`src/ucv_defs.vh`:
```
// Register map, field positions, reset values and commands of the serial channel block.
//
// Contract
// - On interrupt acknowledge the channel drives a vector byte on the data lines in formats 00, 01 and 10.
// - Every acknowledge cycle ends with a low pulse on the transfer acknowledge output.
// - Vector format 00 returns the whole programmed vector register.
// - Format 01 returns vector bits 7:2 above the two-bit channel number.
// - Format 10 returns vector bits 7:5, three-bit type, then channel number.
// - Format 11 drives no vector; data bus stays released all cycle.
// - Transfer acknowledge pulse is produced even when no vector is driven.
// - Mode zero bit 7 enables receive watchdog; low four bits reserved.
// - Character length codes 00..11 select 5, 6, 7 or 8 data bits.
// - Parity mode with, forced, none, wake-up; parity type even or odd.
// - Block error mode keeps errors until error reset or receiver reset.
// - Channel mode selects normal, auto echo, local loop or remote loop.
// - With five-bit characters, stop codes 0..7 add half a bit.
// - Command bit 3/2 disable/enable transmitter, bit 1/0 receiver; upper nibble misc.
// - A disabled transmitter accepts no characters.
// - Status bits 7:5 follow FIFO top; block mode holds them until reset.
// - Auxiliary control bit 7 selects the first or second baud rate set.
// - Receiver bids only at fill level 1+, 3+, 6+ or 8 bytes.
// - Transmitter bids only at 8, 4+, 6+ or 1+ free positions.
// - Mode pointer advances on each mode access and sticks at two.
`ifndef UCV_DEFS_VH
`define UCV_DEFS_VH

// APB byte addresses.
`define UCV_A_MODE        8'h00
`define UCV_A_CLKSEL      8'h04
`define UCV_A_CMD_STAT    8'h08
`define UCV_A_TXD_RXD     8'h0c
`define UCV_A_AUX         8'h10
`define UCV_A_IRQ_CTRL    8'h14
`define UCV_A_VECTOR      8'h18
`define UCV_A_CUR_IRQ     8'h1c
`define UCV_A_FMT         8'h20

// Reset values.
`define UCV_R_VECTOR      8'h0f
`define UCV_R_CUR_IRQ     8'hff

// Mode zero fields.
`define UCV_M0_WDOG       7
`define UCV_M0_RX_HI      6
`define UCV_M0_TXSEL_HI   5
`define UCV_M0_TXSEL_LO   4
`define UCV_M0_RSVD_RD    4'hf

// Mode one fields.
`define UCV_M1_ERRMODE    5

// Mode two fields.
`define UCV_M2_CTS_EN     4

// Auxiliary control field.
`define UCV_AUX_BRG_SET   7

// Command codes in the upper nibble.
`define UCV_C_RST_PTR     4'h1
`define UCV_C_RST_RX      4'h2
`define UCV_C_RST_TX      4'h3
`define UCV_C_RST_ERR     4'h4
`define UCV_C_UPD_CIR     4'h9
`define UCV_C_PTR_ZERO    4'hb

// Vector formats.
`define UCV_VF_FULL       2'b00
`define UCV_VF_CHAN       2'b01
`define UCV_VF_TYPE       2'b10
`define UCV_VF_NONE       2'b11

// FIFO depth.
`define UCV_FIFO_DEPTH    8

// Acknowledge pulse width in ns and cycles at 8 ns.
`define UCV_ACK_NS        16
`define UCV_CLK_NS        8
`define UCV_ACK_CYC       ((`UCV_ACK_NS + `UCV_CLK_NS - 1) / `UCV_CLK_NS)

`endif

```
`src/ucv_channel.v`:
```
// One serial channel: configuration, command, status, FIFOs and interrupt vector.
//
// Local design decisions: the address map and the APB register port.
`timescale 1ns/10ps
`default_nettype none
`include "ucv_defs.vh"

module ucv_channel #(
    parameter [1:0] CHAN_NUM = 2'd0,
    parameter       DEPTH    = `UCV_FIFO_DEPTH
) (
    // Clock, reset, enable
    input  wire        core_clk,
    input  wire        reset,
    input  wire        clk_en,
    // APB slave
    input  wire        psel,
    input  wire        penable,
    input  wire        pwrite,
    input  wire [7:0]  paddr,
    input  wire [31:0] pwdata,
    output reg  [31:0] prdata,
    output wire        pready,
    output wire        pslverr,
    // Host acknowledge pins
    input  wire        int_ack_in_n,
    output reg         xfer_ack_out_n,
    output reg  [7:0]  data_out,
    output reg         data_oe,
    // Line side (serial engine outside)
    input  wire        cts_in_n,
    input  wire        rx_char_valid,
    input  wire [7:0]  rx_char,
    input  wire [2:0]  rx_char_err,
    input  wire        tx_char_ready,
    output wire        tx_char_valid,
    output wire [7:0]  tx_char,
    // Configuration decoded for the serial engine
    output reg  [3:0]  data_bits,
    output wire [1:0]  parity_mode,
    output wire        parity_odd,
    output wire [1:0]  channel_mode,
    output reg  [5:0]  stop_sixteenths,
    output wire        watchdog_en,
    output wire        baud_set2,
    output wire [7:0]  rx_tx_clock_select,
    output reg         rx_enabled,
    output reg         tx_enabled,
    output wire        rx_bid,
    output wire        tx_bid
);

    ////////////////////////////////////////////////////////////////////////
    // Registers.
    reg  [7:0] mode_zero_watchdog_fill;
    reg  [7:0] mode_one_char_format;
    reg  [7:0] mode_two_channel_stop;
    reg  [7:0] clksel_q;
    reg  [7:0] auxiliary_control;
    reg  [7:0] irq_control_reg;
    reg  [7:0] vector_base_reg;
    reg  [7:0] current_irq_latch;
    reg  [1:0] mode_ptr_q;
    reg  [7:0] rx_mem [0:DEPTH-1];
    reg  [2:0] rx_err_mem [0:DEPTH-1];
    reg  [7:0] tx_mem [0:DEPTH-1];
    reg  [3:0] rx_cnt_q;
    reg  [2:0] rx_rd_q;
    reg  [2:0] rx_wr_q;
    reg  [3:0] tx_cnt_q;
    reg  [2:0] tx_rd_q;
    reg  [2:0] tx_wr_q;
    reg  [2:0] blk_err_q;
    reg        overrun_q;
    reg  [2:0] ack_sync_q;
    reg  [2:0] cts_sync_q;
    reg  [1:0] ack_st_q;
    reg  [1:0] ack_cnt_q;

    localparam [1:0] ST_IDLE = 2'b01;
    localparam [1:0] ST_ACK  = 2'b10;

    wire       wr_acc = psel & penable & pwrite;
    wire       rd_acc = psel & penable & ~pwrite;
    wire [7:0] wd     = pwdata[7:0];
    wire [3:0] cmd    = wd[7:4];
    wire       cmd_wr = wr_acc & (paddr == `UCV_A_CMD_STAT);
    wire       mode_acc = psel & penable & (paddr == `UCV_A_MODE);
    wire       rx_pop = rd_acc & (paddr == `UCV_A_TXD_RXD) & (rx_cnt_q != 4'd0);
    wire       rx_rst = cmd_wr & (cmd == `UCV_C_RST_RX);
    wire       tx_rst = cmd_wr & (cmd == `UCV_C_RST_TX);
    wire       rx_push = rx_char_valid & rx_enabled & (rx_cnt_q != DEPTH);
    wire       tx_push = wr_acc & (paddr == `UCV_A_TXD_RXD) & tx_enabled
                         & (tx_cnt_q != DEPTH);
    wire       cts_ok  = ~mode_two_channel_stop[`UCV_M2_CTS_EN]
                         | (~cts_sync_q[1] & ~cts_sync_q[2]);
    wire       tx_pop  = tx_char_valid & tx_char_ready;
    wire       blk_mode = mode_one_char_format[`UCV_M1_ERRMODE];
    wire [2:0] top_err = (rx_cnt_q != 4'd0) ? rx_err_mem[rx_rd_q] : 3'b000;
    wire [3:0] tx_free = DEPTH[3:0] - tx_cnt_q;
    wire       ack_fall = ~ack_sync_q[2] & ~ack_sync_q[1];

    assign pready  = 1'b1;
    assign pslverr = 1'b0;
    assign tx_char_valid = (tx_cnt_q != 4'd0) & tx_enabled & cts_ok;
    assign tx_char = tx_mem[tx_rd_q];
    assign parity_mode  = mode_one_char_format[4:3];
    assign parity_odd   = mode_one_char_format[2];
    assign channel_mode = mode_two_channel_stop[7:6];
    assign watchdog_en  = mode_zero_watchdog_fill[`UCV_M0_WDOG];
    assign baud_set2    = auxiliary_control[`UCV_AUX_BRG_SET];
    assign rx_tx_clock_select = clksel_q;

    ////////////////////////////////////////////////////////////////////////
    // Decoded character format.
    always @* begin
        data_bits = 4'd5 + {2'b00, mode_one_char_format[1:0]};
        stop_sixteenths = 6'd9 + {2'b00, mode_two_channel_stop[3:0]};
        if (mode_two_channel_stop[3:0] > 4'h7)
            stop_sixteenths = stop_sixteenths + 6'd8;
        if (mode_one_char_format[1:0] == 2'b00 && !mode_two_channel_stop[3])
            stop_sixteenths = stop_sixteenths + 6'd8;
    end

    // Fill-level bids.
    reg rx_bid_r;
    reg tx_bid_r;
    always @* begin
        case ({mode_zero_watchdog_fill[`UCV_M0_RX_HI], mode_one_char_format[6]})
            2'b00:   rx_bid_r = rx_cnt_q >= 4'd1;
            2'b01:   rx_bid_r = rx_cnt_q >= 4'd3;
            2'b10:   rx_bid_r = rx_cnt_q >= 4'd6;
            default: rx_bid_r = rx_cnt_q == 4'd8;
        endcase
        case (mode_zero_watchdog_fill[5:4])
            2'b00:   tx_bid_r = tx_free == 4'd8;
            2'b01:   tx_bid_r = tx_free >= 4'd4;
            2'b10:   tx_bid_r = tx_free >= 4'd6;
            default: tx_bid_r = tx_free >= 4'd1;
        endcase
    end
    assign rx_bid = rx_bid_r & rx_enabled;
    assign tx_bid = tx_bid_r & tx_enabled;

    ////////////////////////////////////////////////////////////////////////
    // Read data.
    wire [7:0] status = {top_err | blk_err_q, overrun_q,
                         (tx_cnt_q == 4'd0), (tx_cnt_q != DEPTH),
                         (rx_cnt_q == DEPTH), (rx_cnt_q != 4'd0)};
    reg  [7:0] rd_byte;
    always @* begin
        case (paddr)
            `UCV_A_MODE: begin
                case (mode_ptr_q)
                    2'd0:    rd_byte = {mode_zero_watchdog_fill[7:4], `UCV_M0_RSVD_RD};
                    2'd1:    rd_byte = mode_one_char_format;
                    default: rd_byte = mode_two_channel_stop;
                endcase
            end
            `UCV_A_CLKSEL:   rd_byte = clksel_q;
            `UCV_A_CMD_STAT: rd_byte = status;
            `UCV_A_TXD_RXD:  rd_byte = rx_mem[rx_rd_q];
            `UCV_A_AUX:      rd_byte = auxiliary_control;
            `UCV_A_IRQ_CTRL: rd_byte = irq_control_reg;
            `UCV_A_VECTOR:   rd_byte = vector_base_reg;
            `UCV_A_CUR_IRQ:  rd_byte = current_irq_latch;
            `UCV_A_FMT:      rd_byte = {tx_enabled, rx_enabled, 6'h00};
            default:         rd_byte = 8'h00;
        endcase
    end

    // Vector byte selected by the format field.
    reg [7:0] vec;
    always @* begin
        case (irq_control_reg[1:0])
            `UCV_VF_FULL: vec = vector_base_reg;
            `UCV_VF_CHAN: vec = {vector_base_reg[7:2], current_irq_latch[1:0]};
            `UCV_VF_TYPE: vec = {vector_base_reg[7:5], current_irq_latch[4:2],
                                 current_irq_latch[1:0]};
            default:      vec = 8'h00;
        endcase
    end

    ////////////////////////////////////////////////////////////////////////
    // Sequential logic.
    always @(posedge core_clk) begin
        if (reset) begin
            mode_zero_watchdog_fill <= 8'h00;
            mode_one_char_format    <= 8'h00;
            mode_two_channel_stop   <= 8'h00;
            clksel_q          <= 8'h00;
            auxiliary_control <= 8'h00;
            irq_control_reg   <= 8'h00;
            vector_base_reg   <= `UCV_R_VECTOR;
            current_irq_latch <= `UCV_R_CUR_IRQ;
            mode_ptr_q  <= 2'd1;
            rx_cnt_q    <= 4'd0;
            rx_rd_q     <= 3'd0;
            rx_wr_q     <= 3'd0;
            tx_cnt_q    <= 4'd0;
            tx_rd_q     <= 3'd0;
            tx_wr_q     <= 3'd0;
            blk_err_q   <= 3'b000;
            overrun_q   <= 1'b0;
            rx_enabled  <= 1'b0;
            tx_enabled  <= 1'b0;
            ack_sync_q  <= 3'b111;
            cts_sync_q  <= 3'b111;
            ack_st_q    <= ST_IDLE;
            ack_cnt_q   <= 2'd0;
            xfer_ack_out_n <= 1'b1;
            data_out    <= 8'h00;
            data_oe     <= 1'b0;
            prdata      <= 32'h0;
        end else if (clk_en) begin
            ack_sync_q <= {ack_sync_q[1:0], int_ack_in_n};
            cts_sync_q <= {cts_sync_q[1:0], cts_in_n};
            prdata <= {24'h0, rd_byte};
            // Mode pointer and mode registers.
            if (mode_acc) begin
                if (pwrite) begin
                    case (mode_ptr_q)
                        2'd0:    mode_zero_watchdog_fill <= {wd[7:4], 4'h0};
                        2'd1:    mode_one_char_format    <= wd;
                        default: mode_two_channel_stop   <= wd;
                    endcase
                end
                if (mode_ptr_q != 2'd2)
                    mode_ptr_q <= mode_ptr_q + 2'd1;
            end
            if (wr_acc) begin
                case (paddr)
                    `UCV_A_CLKSEL:   clksel_q          <= wd;
                    `UCV_A_AUX:      auxiliary_control <= wd;
                    `UCV_A_IRQ_CTRL: irq_control_reg   <= wd;
                    `UCV_A_VECTOR:   vector_base_reg   <= wd;
                    default: ;
                endcase
            end
            // Commands.
            if (cmd_wr) begin
                if (wd[3])
                    tx_enabled <= 1'b0;
                else if (wd[2])
                    tx_enabled <= 1'b1;
                if (wd[1])
                    rx_enabled <= 1'b0;
                else if (wd[0])
                    rx_enabled <= 1'b1;
                case (cmd)
                    `UCV_C_RST_PTR:  mode_ptr_q <= 2'd1;
                    `UCV_C_PTR_ZERO: mode_ptr_q <= 2'd0;
                    `UCV_C_RST_TX:   tx_enabled <= 1'b0;
                    `UCV_C_RST_RX:   rx_enabled <= 1'b0;
                    `UCV_C_UPD_CIR:  current_irq_latch <= {rx_cnt_q[2:0], 3'b000,
                                                           CHAN_NUM};
                    default: ;
                endcase
            end
            // Receive FIFO.
            if (rx_rst) begin
                rx_cnt_q <= 4'd0;
                rx_rd_q  <= 3'd0;
                rx_wr_q  <= 3'd0;
            end else begin
                if (rx_push) begin
                    rx_mem[rx_wr_q]     <= rx_char;
                    rx_err_mem[rx_wr_q] <= rx_char_err;
                    rx_wr_q <= rx_wr_q + 3'd1;
                end
                if (rx_pop)
                    rx_rd_q <= rx_rd_q + 3'd1;
                rx_cnt_q <= rx_cnt_q + {3'b000, rx_push} - {3'b000, rx_pop};
            end
            // Error flags: set wins over clear.
            if (cmd_wr && (cmd == `UCV_C_RST_ERR || cmd == `UCV_C_RST_RX)) begin
                blk_err_q <= (blk_mode & rx_push) ? rx_char_err : 3'b000;
                overrun_q <= rx_char_valid & rx_enabled & (rx_cnt_q == DEPTH);
            end else begin
                if (blk_mode && rx_push)
                    blk_err_q <= blk_err_q | rx_char_err;
                if (rx_char_valid && rx_enabled && rx_cnt_q == DEPTH)
                    overrun_q <= 1'b1;
            end
            // Transmit FIFO.
            if (tx_rst) begin
                tx_cnt_q <= 4'd0;
                tx_rd_q  <= 3'd0;
                tx_wr_q  <= 3'd0;
            end else begin
                if (tx_push) begin
                    tx_mem[tx_wr_q] <= wd;
                    tx_wr_q <= tx_wr_q + 3'd1;
                end
                if (tx_pop)
                    tx_rd_q <= tx_rd_q + 3'd1;
                tx_cnt_q <= tx_cnt_q + {3'b000, tx_push} - {3'b000, tx_pop};
            end
            // Interrupt acknowledge cycle.
            case (ack_st_q)
                ST_IDLE: begin
                    xfer_ack_out_n <= 1'b1;
                    if (ack_fall) begin
                        current_irq_latch <= {rx_cnt_q[2:0], 3'b000, CHAN_NUM};
                        ack_st_q  <= ST_ACK;
                        ack_cnt_q <= 2'd0;
                    end
                end
                ST_ACK: begin
                    data_out <= vec;
                    data_oe  <= (irq_control_reg[1:0] != `UCV_VF_NONE);
                    xfer_ack_out_n <= 1'b0;
                    if (ack_cnt_q == `UCV_ACK_CYC) begin
                        xfer_ack_out_n <= 1'b1;
                        if (ack_sync_q[1] && ack_sync_q[2]) begin
                            data_oe  <= 1'b0;
                            ack_st_q <= ST_IDLE;
                        end
                    end else begin
                        ack_cnt_q <= ack_cnt_q + 2'd1;
                    end
                end
                default: ack_st_q <= ST_IDLE;
            endcase
        end
    end

endmodule // ucv_channel
`default_nettype wire

```
`config.mk`:
```
export PLATFORM = sky130hd
export DESIGN_NAME = ucv_channel
export DESIGN_NICKNAME = d
export VERILOG_FILES = /design/src/ucv_channel.v
export VERILOG_INCLUDE_DIRS = /design/src
export SDC_FILE = /design/constraint.sdc
export NUM_CORES = 1
export LEC_CHECK = 0
export BUFFER_PORTS_ARGS = -buffer_cell sky130_fd_sc_hd__buf_2
export CAP_MARGIN = 0
export CORE_ASPECT_RATIO = 0.9
export CORE_MARGIN = 2
export CORE_UTILIZATION = 49
export DETAILED_ROUTE_END_ITERATION = 10
export PLACE_DENSITY_LB_ADDON = 0.1
export SETUP_SLACK_MARGIN = 0.3
export SLEW_MARGIN = 30
export SYNTH_ARGS = -nofsm -noshare
export SYNTH_HDL_FRONTEND = slang
export SYNTH_SLANG_ARGS = --single-unit
```
`constraint.sdc`:
```
create_clock -name core_clk -period 3.5 [get_ports core_clk]
set_input_delay 1.05 -clock core_clk [delete_from_list [all_inputs] [get_ports core_clk]]
set_output_delay 1.05 -clock core_clk [all_outputs]
set_load 0.005 [all_outputs]
```
## After elaboration in Yosys (flattened, before gate mapping)

Memory sizes are Yosys's and may differ from the RTL's. A register that Yosys moved wholly into a read port is not among the register bits.
Cells that the tools add are included.

- Flip-flop bits (word level): 116
- Memory bits (writable): 152
- Bits of input ports: 61
- Output and inout bits: 82
- Word-level logic and storage cells: 229
- Memories kept: 3

Memory list:

| name | words | width | read ports | clocked after Yosys merged registers in | write ports | RTL line | source |
|---|---|---|---|---|---|---|---|
| rx_mem | 8 | 8 | 1 | 1 | 1 | ucv_channel.v:64 | `reg [7:0] rx_mem [0:DEPTH-1];` |
| tx_mem | 8 | 8 | 1 | 1 | 1 | ucv_channel.v:66 | `reg [7:0] tx_mem [0:DEPTH-1];` |
| rx_err_mem | 8 | 3 | 1 | 1 | 1 | ucv_channel.v:65 | `reg [2:0] rx_err_mem [0:DEPTH-1];` |

- Add/subtract/negate cells: 15
- Magnitude comparators: 7
- Eq/ne operators: 34
- Mux-type cells: 64
- Bitwise gates (word level): 33
- Reductions and logical operators: 46

Operator list:

| kind | number |
|---|---|
| $pmux W8 S9 | 1 |
| $mux W3 | 18 |
| $eq A8 B5 Y1 const B | 4 |
| $mux W8 | 4 |
| $pmux W8 S3 | 1 |
| $and A1 B1 Y1 | 23 |
| $mux W1 | 21 |
| $reduce_and A4 Y1 | 5 |
| $reduce_and A3 Y1 | 6 |
| $eq A4 B4 Y1 const B | 4 |
| $eq A8 B4 Y1 const B | 2 |
| $mux W2 | 8 |
| $pmux W8 S2 | 1 |
| $reduce_and A2 Y1 | 8 |
| $reduce_bool A2 Y1 | 7 |
| $add A3 B1 Y3 const B | 4 |
| $ge A4 B3 Y1 const B | 3 |
| $mux W6 | 2 |
| $ne A2 B2 Y1 const B | 6 |
| $pmux W2 S2 | 3 |
| $eq A2 B1 Y1 const B | 5 |
| $eq A2 B2 Y1 const B | 5 |
| $logic_not A2 Y1 | 5 |
| $add A4 B1 Y4 | 2 |
| 30 further kinds | 51 |

## Depth between registers and ports, before layout

- Depth after elaboration: 10
- Gate-level depth with buffers: 13
- Gate-level depth less buffers: 13

## Worst setup path before layout

Ideal clock, no wire load.

- Path kind: input to register
- Start: input paddr[5]
- End: register tx_cnt_q[2]
- Setup time: 128 ps
- Arrival time: 3331 ps
- Required time: 3372 ps
- Slack: 41 ps
- Cell stages on the path: 11
- Path buffers: 1
- Path through: buf_6 -> nor3_2 -> nand4b_1 -> or2_2 -> ha_1 -> inv_1 -> ha_1 -> fa_1 -> xnor2_1 -> a22oi_1 -> nor2_1

- Longest elaborated chain between the ends: 7
- Elaborated cells on any way between the ends: 10
- Classes of those cells: add/sub: 2; eq/ne: 2; mux: 1; bitwise: 5

Ends and longest elaborated chain:

| element | RTL line | source |
|---|---|---|
| start: declaration | ucv_channel.v:20 | `input wire [7:0] paddr,` |
| $eq A8 B4 Y1 | - |  |
| $and A1 B1 Y1 (3 in a row) | ucv_channel.v:93 | `` wire tx_push = wr_acc & (paddr == `UCV_A_TXD_RXD) & tx_enabled `` |
| $add A4 B1 Y4 | ucv_channel.v:297 | `tx_cnt_q <= tx_cnt_q + {3'b000, tx_push} - {3'b000, tx_pop};` |
| $sub A4 B1 Y4 | ucv_channel.v:297 |  |
| $mux W4 (*) | ucv_channel.v:286 | `if (tx_rst) begin` |
| end signal: assignment | ucv_channel.v:297 |  |
| end: declaration | ucv_channel.v:70 | `reg [3:0] tx_cnt_q;` |

Mark *: on every way between the ends. The rest lies on a longest branch, timed or not.
A chain may end at the register's enable or synchronous reset.

## Worst setup path in the final report

- Start: register rx_cnt_q[2]
- End: output rx_bid

- Longest elaborated chain between the ends: 3
- Elaborated cells on any way between the ends: 6
- Classes of those cells: order compare: 3; eq/ne: 1; mux: 1; bitwise: 1

Ends and longest elaborated chain:

| element | RTL line | source |
|---|---|---|
| start: declaration | ucv_channel.v:67 | `reg [3:0] rx_cnt_q;` |
| start signal: assignment | ucv_channel.v:273 | `rx_cnt_q <= rx_cnt_q + {3'b000, rx_push} - {3'b000, rx_pop};` |
| $ge A4 B3 Y1, or another cell as far along | ucv_channel.v:132 | `2'b10: rx_bid_r = rx_cnt_q >= 4'd6;` |
| $pmux W1 S3 (*) | ucv_channel.v:129 | `` case ({mode_zero_watchdog_fill[`UCV_M0_RX_HI], mode_one_char_format[6]}) `` |
| $and A1 B1 Y1 (*) | ucv_channel.v:142 | `assign rx_bid = rx_bid_r & rx_enabled;` |
| end: declaration | ucv_channel.v:49 | `output wire rx_bid,` |

Marks and branches as above.

==> impl_metrics.toml <==
[synthesis]
async_reset_ff_share_pct = 0
synth-edff-count = 152
synthFlopType = "edfxtp_1"
seq_area_frac_synth_pct = 56.99
syn_inst = 976
synthTopCellsByArea = "edfxtp_1, dfxtp_1, mux4_2"
yosys_warnings = 0
yosys.area.top_type = "edfxtp_1"
synth_cell_types = 72
syn_area_mm2 = 0.01230
ys_seq_elements = 274
synth_top_area_share_pct = 37.12
syn_avg_cell_area_um2 = 12.60

[flow_run]
drv_cap = 0

[worst_setup_path]
setup.worst_path.start = "rx_cnt_q[2]$_SDFFE_PP0P_"
rr_endpoint = "rx_cnt_q[3]$_SDFFE_PP0P_"
worstPathMaxFanout = 4
cp-end-kind = "output pin"
worst_ep_required_time_ps = 2450
setup.worst_path.class = "flop to output pin"
cp_num_buf_inv = 4
rr_worst_depth = 16
r2r_start = "rx_cnt_q[2]$_SDFFE_PP0P_"
arrival_ps = 2220
crit_path_max_incr_delay_ps = 450
rrSetupSlack_ps = 560
path_depth = 8
cp-endpoint = "rx_bid"
crit_slowest_cell = "mux4_2"
crit_family = "multiplexers"
path_cells = "inv_4 > buf_6 > ha_4 > nor3b_2 > buf_4 > mux4_2 > nor2b_1 > buf_2"
cp-start-kind = "flop"

[floorplan]
io_pins = 143
num_rows = 54
die_w_um = 171.0
start_util_pct = 50.27
dieHeight_um = 154.3
core_mm2 = 0.02446
dieArea_mm2 = 0.02638

[route]
final_antenna_net_count = 0
drt-met1-wl_um = 13790
dr.pass1.iters = 5
drc = 0
met2_length_um = 13910
vias_per_cell = 5.611
wire_per_inst_um = 20.95
dr_wl_met3_um = 2475
drt_iter0_drc = 892
top_layer_used = "met5"
vias = 8259
drt-total-wl_um = 30840

[cts]
htreeDepth = 1
cts.reportedPaths.clkPinSlew_ps = 60
cts_tree = "built"
clk_path_buf_depth = 3
cts_hold_buf = 0
cts_made_buffers = 29
cts-root-buf = "clkbuf_16"
clk_latency_ps = 550
clock_sinks = 274

[grt]
grt_max_degree = 71
grt_overflow = 0
grt_pass1_vias = 7940
antenna_found_initial = 2
grt_usage_pct = 23.56
grt_pass1_wl_um = 47090

[timing]
min_period_ps = 3267
setup_viol = 0
period_share_pct = 93.34
finalSetupTns_ps = 0
fmax_mhz = 306.1
setup_ws_ps = 233.2
rsz0062_at_grt = "true"
whs_ps = 456.6
finClkSkew_ps = 12.92
relSlewSlack_pct = 42.33
maxSlewViolCount = 0
hold_viol_final = 0
tightestPinTransition_ps = 861.9

[outcome]
outcome = "complete, no violations"

[final_layout]
fin_util_pct = 58.87
top_regs = "rx_mem x64, tx_mem x64, rx_err_mem x24"
area_delta_synth_final_pct = 17.10
num-nets-final = 1204
final_area_mm2 = 0.01440
drive_gt1_share_pct = 25.90

[pwr]
ir_drop_v = 0.0003186
p_leak_uw = 0.005195
powerDensity_mw_per_mm2 = 467.4

[placement]
pre_cts_slack_ps = 32.59
placed_area_mm2 = 0.01331
place_hpwl_um = 21340
portBuffers = 92
gp_congestion = 0.9155

[worst_hold_path]
min_path_type = "flop to flop"
## cells by family (layout without fill, tap and decap cells)
| logic type | Yosys count | after routing | share of synthesized area, % |
|---|---|---|---|
| DFF | 274 | 274 | 56.99 |
| and+or+nand+nor | 270 | 270 | 11.54 |
| AOI/OAI and AO/OA | 157 | 157 | 8.629 |
| buffers and inverters | 117 | 252 | 4.864 |
| muxes | 113 | 113 | 13.79 |
| adders and majority gates | 31 | 31 | 3.277 |
| xor gates and xnor gates | 12 | 12 | 0.8548 |
| other | 2 | 27 | 0.06108 |
## power by group
group,internal (uW),switching [uW],total [uW]
Combinational,68.2,171,240
Sequential,3390,3.62,3400
Clock,1840,1250,3090
## metrics by stage
stage / cells / power, uW
CTS: 1468 / 6769
detailed placement: 1409 / 3701
global placement: 1409 / 3697
finish: 1472 / 6730
floorplan: 1000 / 3601
global route: 1471 / 6930
## layout make-up
| class | instances | area (um^2) |
|---|---|---|
| Tap cell | 336 | 420.4 |
| Clock inverter | 9 | 105.1 |
| Fill cell | 2045 | 10060 |
| Sequential cell | 274 | 7009 |
| Inverter | 36 | 137.6 |
| Clock buffer | 45 | 865.8 |
| Timing Repair Buffer | 162 | 999.7 |
| Antenna cell | 1 | 2.502 |
| Multi-Input combinational cell | 609 | 4857 |
## worst register-to-register path, cell delays in order, from the launching register on
cell and delay [ps]:
dfxtp_2 360, inv_4 60, buf_6 110, ha_4 140
nor3b_2 150, buf_4 140, buf_4 140, nor3_2 260
and2_1 250, ha_1 170, inv_1 70, ha_1 270
a21o_1 160, a21oi_1 170, xnor2_1 140, a2bb2oi_1 180
nor2_1 50
## layout by cell type, fill, tap and decap left out, types with 11 or more instances in the layout
master,count
edfxtp_1,152
dfxtp_1,120
a22oi_1,13
clkbuf_16,29
a21oi_1,49
mux2i_1,58
conb_1,26
o21ai_0,21
nand2b_1,12
nand2_1,61
nand3_1,34
mux4_2,44
ha_1,27
inv_1,35
nor2_1,76
buf_4,69
buf_2,91
mux2_2,11
## how the worst min path moves through the flow
stage / from / endpoint / cells after the start / slack (ps)
after floorplan: current_irq_latch[5]$_SDFFE_PP1P_ / current_irq_latch[5]$_SDFFE_PP1P_ / 1 / 420
after global placement: cts_sync_q[2]$_SDFFE_PP1P_ / cts_sync_q[2]$_SDFFE_PP1P_ / 2 / 450
after detailed placement: mode_one_char_format[7]$_SDFFE_PP0P_ / mode_one_char_format[7]$_SDFFE_PP0P_ / 2 / 450
after global routing: mode_one_char_format[7]$_SDFFE_PP0P_ / mode_one_char_format[7]$_SDFFE_PP0P_ / 2 / 480
final: mode_one_char_format[7]$_SDFFE_PP0P_ / mode_one_char_format[7]$_SDFFE_PP0P_ / 2 / 460
after CTS: mode_one_char_format[7]$_SDFFE_PP0P_ / mode_one_char_format[7]$_SDFFE_PP0P_ / 2 / 460
## timing repair
| action | CTS | global route |
|---|---|---|
| pin swaps | 0 | 1 |
| setup endpoints to repair | 6 | 3 |
| endpoints found under the hold margin | 0 | 0 |
| gates resized for setup | 6 | 8 |
| buffers inserted | 5 | 3 |
## cell usage after synthesis (all sizes together) (9+ instances only)
library cell,number
mux2i,58
ha,29
nand2,61
edfxtp,152
nand3,34
a21o,9
nor3,15
a21oi,49
a22oi,13
clkbuf,32
buf,49
nor4,9
o21ai,21
inv,36
dfxtp,122
nand2b,12
mux4,44
nor2,79
mux2,11
## routing by layer
| metal | up-vias | GRT usage [%] |
|---|---|---|
| met2 | 295 | 36.62 |
| li1 | 3886 | - |
| met4 | 2 | 5.125 |
| met3 | 53 | 5.374 |
| met5 | - | 0 |
| met1 | 4023 | 33.94 |
Note: power is estimated with default switching activity, not from simulation.
